### config.mk
export PLATFORM = sky130hd
export DESIGN_NAME = watchdog_reset_timer
export DESIGN_NICKNAME = d
export VERILOG_FILES = /design/src/include/watchdog_pkg.sv /design/src/include/dog_count_if.sv /design/src/logic/watchdog_reset_timer.sv /design/src/logic/dog_counter.sv
export SDC_FILE = /design/constraint.sdc
export NUM_CORES = 1
export LEC_CHECK = 0
export BUFFER_PORTS_ARGS = -buffer_cell sky130_fd_sc_hd__buf_2
export CORE_ASPECT_RATIO = 0.9
export CORE_MARGIN = 2
export CORE_UTILIZATION = 60
export CTS_BUF_LIST = sky130_fd_sc_hd__clkbuf_4
export DETAILED_ROUTE_END_ITERATION = 10
export PLACE_DENSITY = 0.79
export SLEW_MARGIN = 0
export SYNTH_ARGS = -nofsm -noshare
export SYNTH_HDL_FRONTEND = slang
export SYNTH_SLANG_ARGS = --single-unit
### constraint.sdc
create_clock -name clk -period 2.85 [get_ports clk]
set_input_delay 0.57 -clock clk [delete_from_list [all_inputs] [get_ports clk]]
set_output_delay 0.57 -clock clk [all_outputs]
set_load 0.02 [all_outputs]
### src/include/watchdog_pkg.sv
// package: register map, field positions and helpers for the watchdog
package watchdog_pkg;
    localparam int CNT_W = 17;
    localparam int SEL_W = 3;
    localparam int ADDR_W = 2;
    localparam int DATA_W = 8;
    localparam int LIMIT_W = CNT_W + 1;

    localparam logic [ADDR_W-1:0] ADDR_CONTROL = 2'h0;
    localparam logic [ADDR_W-1:0] ADDR_RC_CTL = 2'h1;
    localparam logic [ADDR_W-1:0] ADDR_OSC_CTL = 2'h2;

    localparam int BIT_FLAG = 7;
    localparam int BIT_CKSEL = 6;
    localparam int BIT_RUN = 5;
    localparam int BIT_ACT_HI = 4;
    localparam int BIT_ACT_LO = 3;
    localparam int BIT_SEL_HI = 2;
    localparam int BIT_SEL_LO = 0;
    localparam int BIT_RC_START = 0;
    localparam int BIT_SUB_EN = 6;

    localparam logic [DATA_W-1:0] CTL_RESET = 8'h00;
    localparam logic [DATA_W-1:0] CLEAR_CODE = 8'h55;
    localparam logic [DATA_W-1:0] READ_NONE = 8'h00;
    localparam logic [LIMIT_W-1:0] BASE_COUNT = 18'h00400;
    localparam logic [2:0] RC_GUARD_TICKS = 3'h4;

    typedef enum logic [1:0] {
        ACT_CONTINUE,
        ACT_STOP,
        ACT_PAUSE,
        ACT_CONTINUE_ALT
    } standby_action_t;

    function automatic logic [LIMIT_W-1:0] overflow_limit(input logic [SEL_W-1:0] sel);
        return BASE_COUNT << sel;
    endfunction
endpackage

### src/include/dog_count_if.sv
// interface: control and status between the watchdog core and its counter
`timescale 1ns/1ps
interface dog_count_if;
    import watchdog_pkg::*;
    logic tick;
    logic clear;
    logic [SEL_W-1:0] sel;
    logic [CNT_W-1:0] count;
    logic ovf;
    modport ctrl (output tick, output clear, output sel, input count, input ovf);
    modport cnt (input tick, input clear, input sel, output count, output ovf);
endinterface

### src/logic/watchdog_reset_timer.sv
// watchdog reset timer: control register, clock select, standby handling
//
// The register addresses and strobed register access were decided locally.
`timescale 1ns/1ps
//////////////////////////////////////////////////////////////////////////////
// Overview of operation
// clock select 0 picks the low-speed rc clock, 1 the subclock
// run bit 1 starts counting; 0 stops and holds counter cleared
// standby action: 00/11 continue, 01 stop, 10 pause keeping count
// overflow select 000 gives 1024, doubling each step to 131072
// pin or power resets zero the register; dog reset keeps bit 6, 4..0
// while running, ordinary writes are ignored; register stays readable
// running: immediate-move write of 55h clears counter to 0
// run clears only on pin/power reset, standby with action 1, or a dog reset
// running counter steps each dog clock; overflow raises the dog reset
// every dog reset sets the flag in bit 7
// rc enable when clock select 0 and run, or rc start bit set
// action 2 on rc clock: standby stops rc and freezes count
// standby re-entry within 4 rc periods may leave rc running
// subclock running: enable cleared or hold mode fires dog reset
// action 0 or 3 on rc clock keeps rc running through hold
// rc start bit keeps rc running in standby even for action 1/2
// software sets fields first, then run; fields locked once running
// software issues 55h clear before each overflow
// software enables and settles subclock before starting on it
// overflow when count reaches selected value; overflow clears run
// counter is 17-bit, clocked by the selected dog clock
// software may write the flag; pin and power resets clear it
// clock inputs synchronised; reset request registered before output
//////////////////////////////////////////////////////////////////////////////
module watchdog_reset_timer
    import watchdog_pkg::*;
(
    input wire logic clk,
    input wire logic reset_n,
    input wire logic [ADDR_W-1:0] addr,
    input wire logic [DATA_W-1:0] wdata,
    input wire logic wr_stb,
    input wire logic rd_stb,
    input wire logic imm_move,
    output logic [DATA_W-1:0] rdata,
    input wire logic rc_clk,
    input wire logic sub_clk,
    input wire logic standby,
    input wire logic hold,
    output logic dog_reset,
    output logic rc_osc_en
);
    dog_count_if cif ();

    dog_counter #(.WIDTH(CNT_W)) u_counter (
        .clk(clk),
        .reset_n(reset_n),
        .cif(cif)
    );

    //////////////////////////////////////////////////////////////////////////
    // clock input synchronisers and edge detect
    logic [2:0] rc_sync_ff;
    logic [2:0] sub_sync_ff;
    logic [2:0] nxt_rc_sync;
    logic [2:0] nxt_sub_sync;
    logic rc_tick;
    logic sub_tick;

    always_comb begin
        nxt_rc_sync = {rc_sync_ff[1:0], rc_clk};
        nxt_sub_sync = {sub_sync_ff[1:0], sub_clk};
        // first stage is only read by the second
        rc_tick = rc_sync_ff[1] && !rc_sync_ff[2];
        sub_tick = sub_sync_ff[1] && !sub_sync_ff[2];
    end

    always_ff @(posedge clk or negedge reset_n) begin
        if (!reset_n) begin
            rc_sync_ff <= 3'h0;
            sub_sync_ff <= 3'h0;
        end else begin
            rc_sync_ff <= nxt_rc_sync;
            sub_sync_ff <= nxt_sub_sync;
        end
    end

    //////////////////////////////////////////////////////////////////////////
    // control decode
    logic [DATA_W-1:0] ctl_ff;
    logic rc_start_ff;
    logic sub_en_ff;
    logic cksel;
    logic run;
    standby_action_t act;
    logic wr_ctl;
    logic clear_cmd;
    logic standby_stop;
    logic paused;
    logic sub_fail;
    logic fire;
    logic sel_tick;

    always_comb begin
        cksel = ctl_ff[BIT_CKSEL];
        run = ctl_ff[BIT_RUN];
        act = standby_action_t'(ctl_ff[BIT_ACT_HI:BIT_ACT_LO]);
        wr_ctl = wr_stb && (addr == ADDR_CONTROL);
        clear_cmd = wr_ctl && run && imm_move && (wdata == CLEAR_CODE);
        sel_tick = cksel ? sub_tick : rc_tick;
        standby_stop = run && standby && (act == ACT_STOP);
        paused = standby && (act == ACT_PAUSE);
        sub_fail = run && cksel && (!sub_en_ff || hold);
        fire = run && (cif.ovf || sub_fail);
        cif.sel = ctl_ff[BIT_SEL_HI:BIT_SEL_LO];
        cif.tick = run && !paused && !standby_stop && sel_tick;
        cif.clear = !run || clear_cmd || fire || standby_stop;
    end

    //////////////////////////////////////////////////////////////////////////
    // registers
    logic [DATA_W-1:0] nxt_ctl;
    logic nxt_rc_start;
    logic nxt_sub_en;
    logic [DATA_W-1:0] rdata_ff;
    logic [DATA_W-1:0] nxt_rdata;
    logic dog_reset_ff;
    logic nxt_dog_reset;

    always_comb begin
        nxt_ctl = ctl_ff;
        if (wr_ctl && !run) begin
            nxt_ctl = wdata;
        end
        // locked while running; the 55h command only touches the counter
        if (standby_stop) begin
            nxt_ctl[BIT_RUN] = 1'b0;
        end
        // the dog's own reset keeps clock select and bits 4..0
        if (fire) begin
            nxt_ctl[BIT_RUN] = 1'b0;
            nxt_ctl[BIT_FLAG] = 1'b1;
        end
        nxt_rc_start = rc_start_ff;
        nxt_sub_en = sub_en_ff;
        if (wr_stb && addr == ADDR_RC_CTL) begin
            nxt_rc_start = wdata[BIT_RC_START];
        end
        if (wr_stb && addr == ADDR_OSC_CTL) begin
            nxt_sub_en = wdata[BIT_SUB_EN];
        end
        nxt_rdata = READ_NONE;
        if (rd_stb) begin
            case (addr)
                ADDR_CONTROL: nxt_rdata = ctl_ff;
                ADDR_RC_CTL: nxt_rdata[BIT_RC_START] = rc_start_ff;
                ADDR_OSC_CTL: nxt_rdata[BIT_SUB_EN] = sub_en_ff;
                default: nxt_rdata = READ_NONE;
            endcase
        end
        nxt_dog_reset = fire;
    end

    always_ff @(posedge clk or negedge reset_n) begin
        if (!reset_n) begin
            ctl_ff <= CTL_RESET;
            rc_start_ff <= 1'b0;
            sub_en_ff <= 1'b0;
            rdata_ff <= READ_NONE;
            dog_reset_ff <= 1'b0;
        end else begin
            ctl_ff <= nxt_ctl;
            rc_start_ff <= nxt_rc_start;
            sub_en_ff <= nxt_sub_en;
            rdata_ff <= nxt_rdata;
            dog_reset_ff <= nxt_dog_reset;
        end
    end

    assign rdata = rdata_ff;
    assign dog_reset = dog_reset_ff;

    //////////////////////////////////////////////////////////////////////////
    // rc oscillator enable with re-entry guard
    logic [2:0] guard_ff;
    logic [2:0] nxt_guard;
    logic standby_d_ff;
    logic stuck_ff;
    logic nxt_stuck;
    logic rc_en_ff;
    logic nxt_rc_en;
    logic rc_may_stop;
    logic early_entry;

    always_comb begin
        nxt_guard = guard_ff;
        if (standby_d_ff && !standby) begin
            nxt_guard = 3'h0;
        end else if (!standby && rc_tick && guard_ff < RC_GUARD_TICKS) begin
            nxt_guard = guard_ff + 3'h1;
        end
        // a too-early re-entry leaves the oscillator on for that standby
        nxt_stuck = stuck_ff;
        if (standby && !standby_d_ff) begin
            nxt_stuck = (guard_ff < RC_GUARD_TICKS);
        end else if (!standby) begin
            nxt_stuck = 1'b0;
        end
        // decided on the entry edge itself, so the enable never blinks off
        early_entry = standby_d_ff ? stuck_ff : (guard_ff < RC_GUARD_TICKS);
        rc_may_stop = standby && !early_entry && (act == ACT_STOP || act == ACT_PAUSE);
        // actions 0 and 3 never stop it, hold included
        nxt_rc_en = (!cksel && run && !rc_may_stop) || rc_start_ff;
    end

    always_ff @(posedge clk or negedge reset_n) begin
        if (!reset_n) begin
            guard_ff <= RC_GUARD_TICKS;
            standby_d_ff <= 1'b0;
            stuck_ff <= 1'b0;
            rc_en_ff <= 1'b0;
        end else begin
            guard_ff <= nxt_guard;
            standby_d_ff <= standby;
            stuck_ff <= nxt_stuck;
            rc_en_ff <= nxt_rc_en;
        end
    end

    assign rc_osc_en = rc_en_ff;
endmodule

### src/logic/dog_counter.sv
// up-counter with selectable overflow count
`timescale 1ns/1ps
module dog_counter
    import watchdog_pkg::*;
#(
    parameter int WIDTH = CNT_W
) (
    input wire logic clk,
    input wire logic reset_n,
    dog_count_if.cnt cif
);
    logic [WIDTH-1:0] count_ff;
    logic [WIDTH-1:0] nxt_count;
    logic [WIDTH:0] next_val;

    // widened by one bit so the top limit, one past the counter range, can match
    always_comb begin
        next_val = {1'b0, count_ff} + {{WIDTH{1'b0}}, 1'b1};
        cif.ovf = cif.tick && (next_val == overflow_limit(cif.sel));
        nxt_count = count_ff;
        if (cif.clear) begin
            nxt_count = '0;
        end else if (cif.tick) begin
            nxt_count = next_val[WIDTH-1:0];
        end
    end

    always_ff @(posedge clk or negedge reset_n) begin
        if (!reset_n) begin
            count_ff <= '0;
        end else begin
            count_ff <= nxt_count;
        end
    end

    assign cif.count = count_ff;
endmodule

==> impl_results.md <==
* Status: finished, final reports clean
* Post-layout power at 1.67 mW
* # setup viols final at 0
* Final period utilization at 92.6%
* CP Capture Type: flop
* Largest net degree at the start of global routing at 49
* Worst-path fanout max at 7
* Final WL at 5110 µm
* Unrepaired setup endpoints after global routing: false
* Num ports at 29
* Port Buf Inserts at 28
* Worst-path cell chain: ha_1 -> nand3_4 -> nor4_4 -> xnor2_1 -> o311ai_0 -> a2111oi_2 -> nand4_1 -> and3_1
* Core ar. at 4180 µm²
* Clock sinks at 48
* Mux cell area share after synthesis at 3.62%
* Min-delay worst type: in -> async
* Syn Inst Count at 270
* Via density at 5.76
* YS warnings at 0
* DR DRC count at 0
* Post-Synth XOR/XNOR Area at 8.41%
* Number of global-route vias before repair at 1874
* Mean area per synthesized cell at 9.87 µm²
* Postcts setup bufs at 0
* Routed vias at 2044
* Pwr per Cell Area at 572 nW/µm²
* Grt total ovfl at 0
* Net Switching at 0.550 mW
* Diode count at 0
* Clock Power Share at 24.1%
* CP startpoint kind: flop
* Synthesis-to-finish area growth at 9.68%
* Max Clk Rate at 379 MHz
* Share of power burned in registers at 52.6%
* Final GP Congestion at 0.837
* Final Slew Violations at 0
* Switching Fraction at 32.9%
* Initial antenna violation count at 0
* Int Pwr at 1.12 mW
* Logic pwr share at 23.3%
* Die Y at 67.2 µm
* Fin crit period at 2.64 ns
* Area of the multi-input gates at 1370 µm²
* First-pass GRT wire length at 8760 µm
* Syn_nets at 294
* Kind of critical path: reg -> reg
* Most common cell after layout, fill and taps aside: dfrtp_1
* Die ar. at 4990 µm²
* Number of synthesized register bits at 48
* Cell Rows at 22
* Data required, critical path at 3.13 ns
* HPWL Detailed at 3670 µm
* Fin util at 69.8%
* Starting DRT DRC Count at 293
* Post-route ant nets at 0
* Fin. Hold Viols at 0
* Most frequent cells in the layout: dfrtp_1, buf_2, nor2_1
* Number of H-tree levels at 2
* Post-route setup TNS at 0 ns
* Clock Skews at 0.00810 ns
* Register area at 1200 µm²
* Maximum vdd drop at 416 µV
* Crit path DAT at 2.91 ns
* Largest family of logic cells by synthesized area: simple AND/OR/NAND/NOR gates
* Ratio of cells with drive above 1 in the final layout at 19.3%
* # nets final at 318
* Number of enable-type register cells in the synthesized netlist at 0
* CTS tree: done
* Mapped Area at 2660 µm²
* Critical Path Max Stage Delay at 0.49 ns
* Hold_buf cts at 0
* Register area share after synthesis at 45.1%
* Max-cap violations at 0
* Worst hold margin at 0.264 ns
* Post-synthesis adder-cell area fraction at 2.35%
* Pre-antenna DRT Iters at 4
* Leak at 1.30 nW
* Worst-Margin Slew at 0.592 ns
* Worst-path clk slew at 0.14 ns
* Layout fillers at 329
* Compound-Gate Fraction of Synth Area at 9.96%
* Slew HR at 60.6%
* Ys flop type: dfrtp_1
* Die width at 74.2 µm
* Simple-Gate Fraction of Synth Area at 26.8%
* CP max-delay cell: dfrtp_1
* Clock Tree Root: clkbuf_4
* Initial Utilization at 63.7%
* Per-cell routed wire length at 14.4 µm
* Synth async-reset ratio at 100%
* Clock Path Buffers at 2
* Yosys cell types at 50
* GRT Util Overall at 23.3%
* Cts bufs inserted at 5
* Worst skew pair latency at 0.37 ns
==> final timing paths <==
kind	cells past startpoint	startpoint	end	slack (ns)
max	8	u_counter.cif.count[0]	ctl_ff[5]	0.21
min	2	reset_n	rdata[4]	0.26
max reg2reg	8	u_counter.cif.count[0]	ctl_ff[5]	0.21
min reg2reg	0	sub_sync_ff[0]	sub_sync_ff[1]	0.36
max in group asynchronous	2	reset_n	u_counter.cif.count[5]	2.18
min in group clk	1	sub_clk	sub_sync_ff[0]	0.29
==> sequential cells by signal, indices dropped and copies added (netlist names) <==
signal and cells:
rc_start_ff 1, stuck_ff 1, rc_sync_ff 3, sub_sync_ff 3, guard_ff 3, dog_reset 1, sub_en_ff 1, ctl_ff 8
standby_d_ff 1, u_counter.cif.count 17, rc_osc_en 1, rdata 8
==> worst max-delay path: cells and delay by family (launching register included) <==
kind	cells	cell delay [ns]
simple gates	4	0.84
compound gates	2	0.68
flops	1	0.49
fa+ha+maj	1	0.30
xor+xnor	1	0.22
==> metal layers <==
metal  track usage [%]  vias to the layer above  wire [µm]
li1                  -                     1017          -
met1              34.3                      960       2500
met2              33.5                       58       2230
met3              5.07                        9        291
met4              9.82                        0         95
met5                 0                        -          0
==> metrics by stage <==
stage,setup slack (ns),std cells,cell area [µm²]
after floorplan,0.474,270,2660
after global placement,0.238,347,2840
after detailed placement,0.0988,347,2840
after CTS,0.0690,355,2920
after global routing,0.00704,355,2920
final,0.212,355,2920
==> final cells by class <==
class	instances	share of cell area [%]
Timing Repair Buffer	32	5.82
Tap cell	60	2.57
Clock buffer	5	1.28
Inverter	7	0.899
Multi-Input combinational cell	200	46.8
Clock inverter	3	1.46
Sequential cell	48	41.2
==> power groups by stage <==
stage	clock (mW)	combinational, mW	sequential, mW
5_1_grt	0.447	0.443	0.893
3_5_place_dp	0	0.390	0.888
6_report	0.403	0.389	0.879
4_1_cts	0.418	0.392	0.875
2_1_floorplan	0	0.301	0.847
3_3_place_gp	0	0.383	0.884
==> synthesized netlist by cell type, types with 5 or more instances <==
cell | n | share of area, %
a21oi_1 | 5 | 0.94
and3_1 | 12 | 2.8
buf_2 | 7 | 1.3
clkbuf_1 | 7 | 0.99
dfrtp_1 | 47 | 44
ha_1 | 5 | 2.3
inv_1 | 7 | 0.99
mux2_2 | 5 | 2.1
nand2_1 | 22 | 3.1
nand3_1 | 11 | 2.1
nand4_1 | 12 | 2.8
nor2_1 | 26 | 3.7
nor3_1 | 11 | 2.1
nor3b_1 | 5 | 1.4
o211ai_1 | 5 | 1.4
o21ai_0 | 9 | 1.7
xnor2_1 | 10 | 3.3
xor2_1 | 13 | 4.3
==> kinds of logic (layout without fill, tap and decap cells) <==
kind of cell / after synthesis / after routing
flip-flops: 48 / 48
XOR/XNOR: 24 / 24
AND/OR/NAND/NOR: 125 / 125
buffers and inverters: 22 / 47
multiplexers: 9 / 9
adder cells (fa/ha/maj): 5 / 5
AO/OA/AOI/OAI: 37 / 37
==> what timing repair did <==
item / CTS / global route
setup endpoints to repair: 0 / 9
endpoints found under the hold margin: 0 / 0
resized for setup: 0 / 2
No activity file was read; power rests on OpenSTA's default activity.
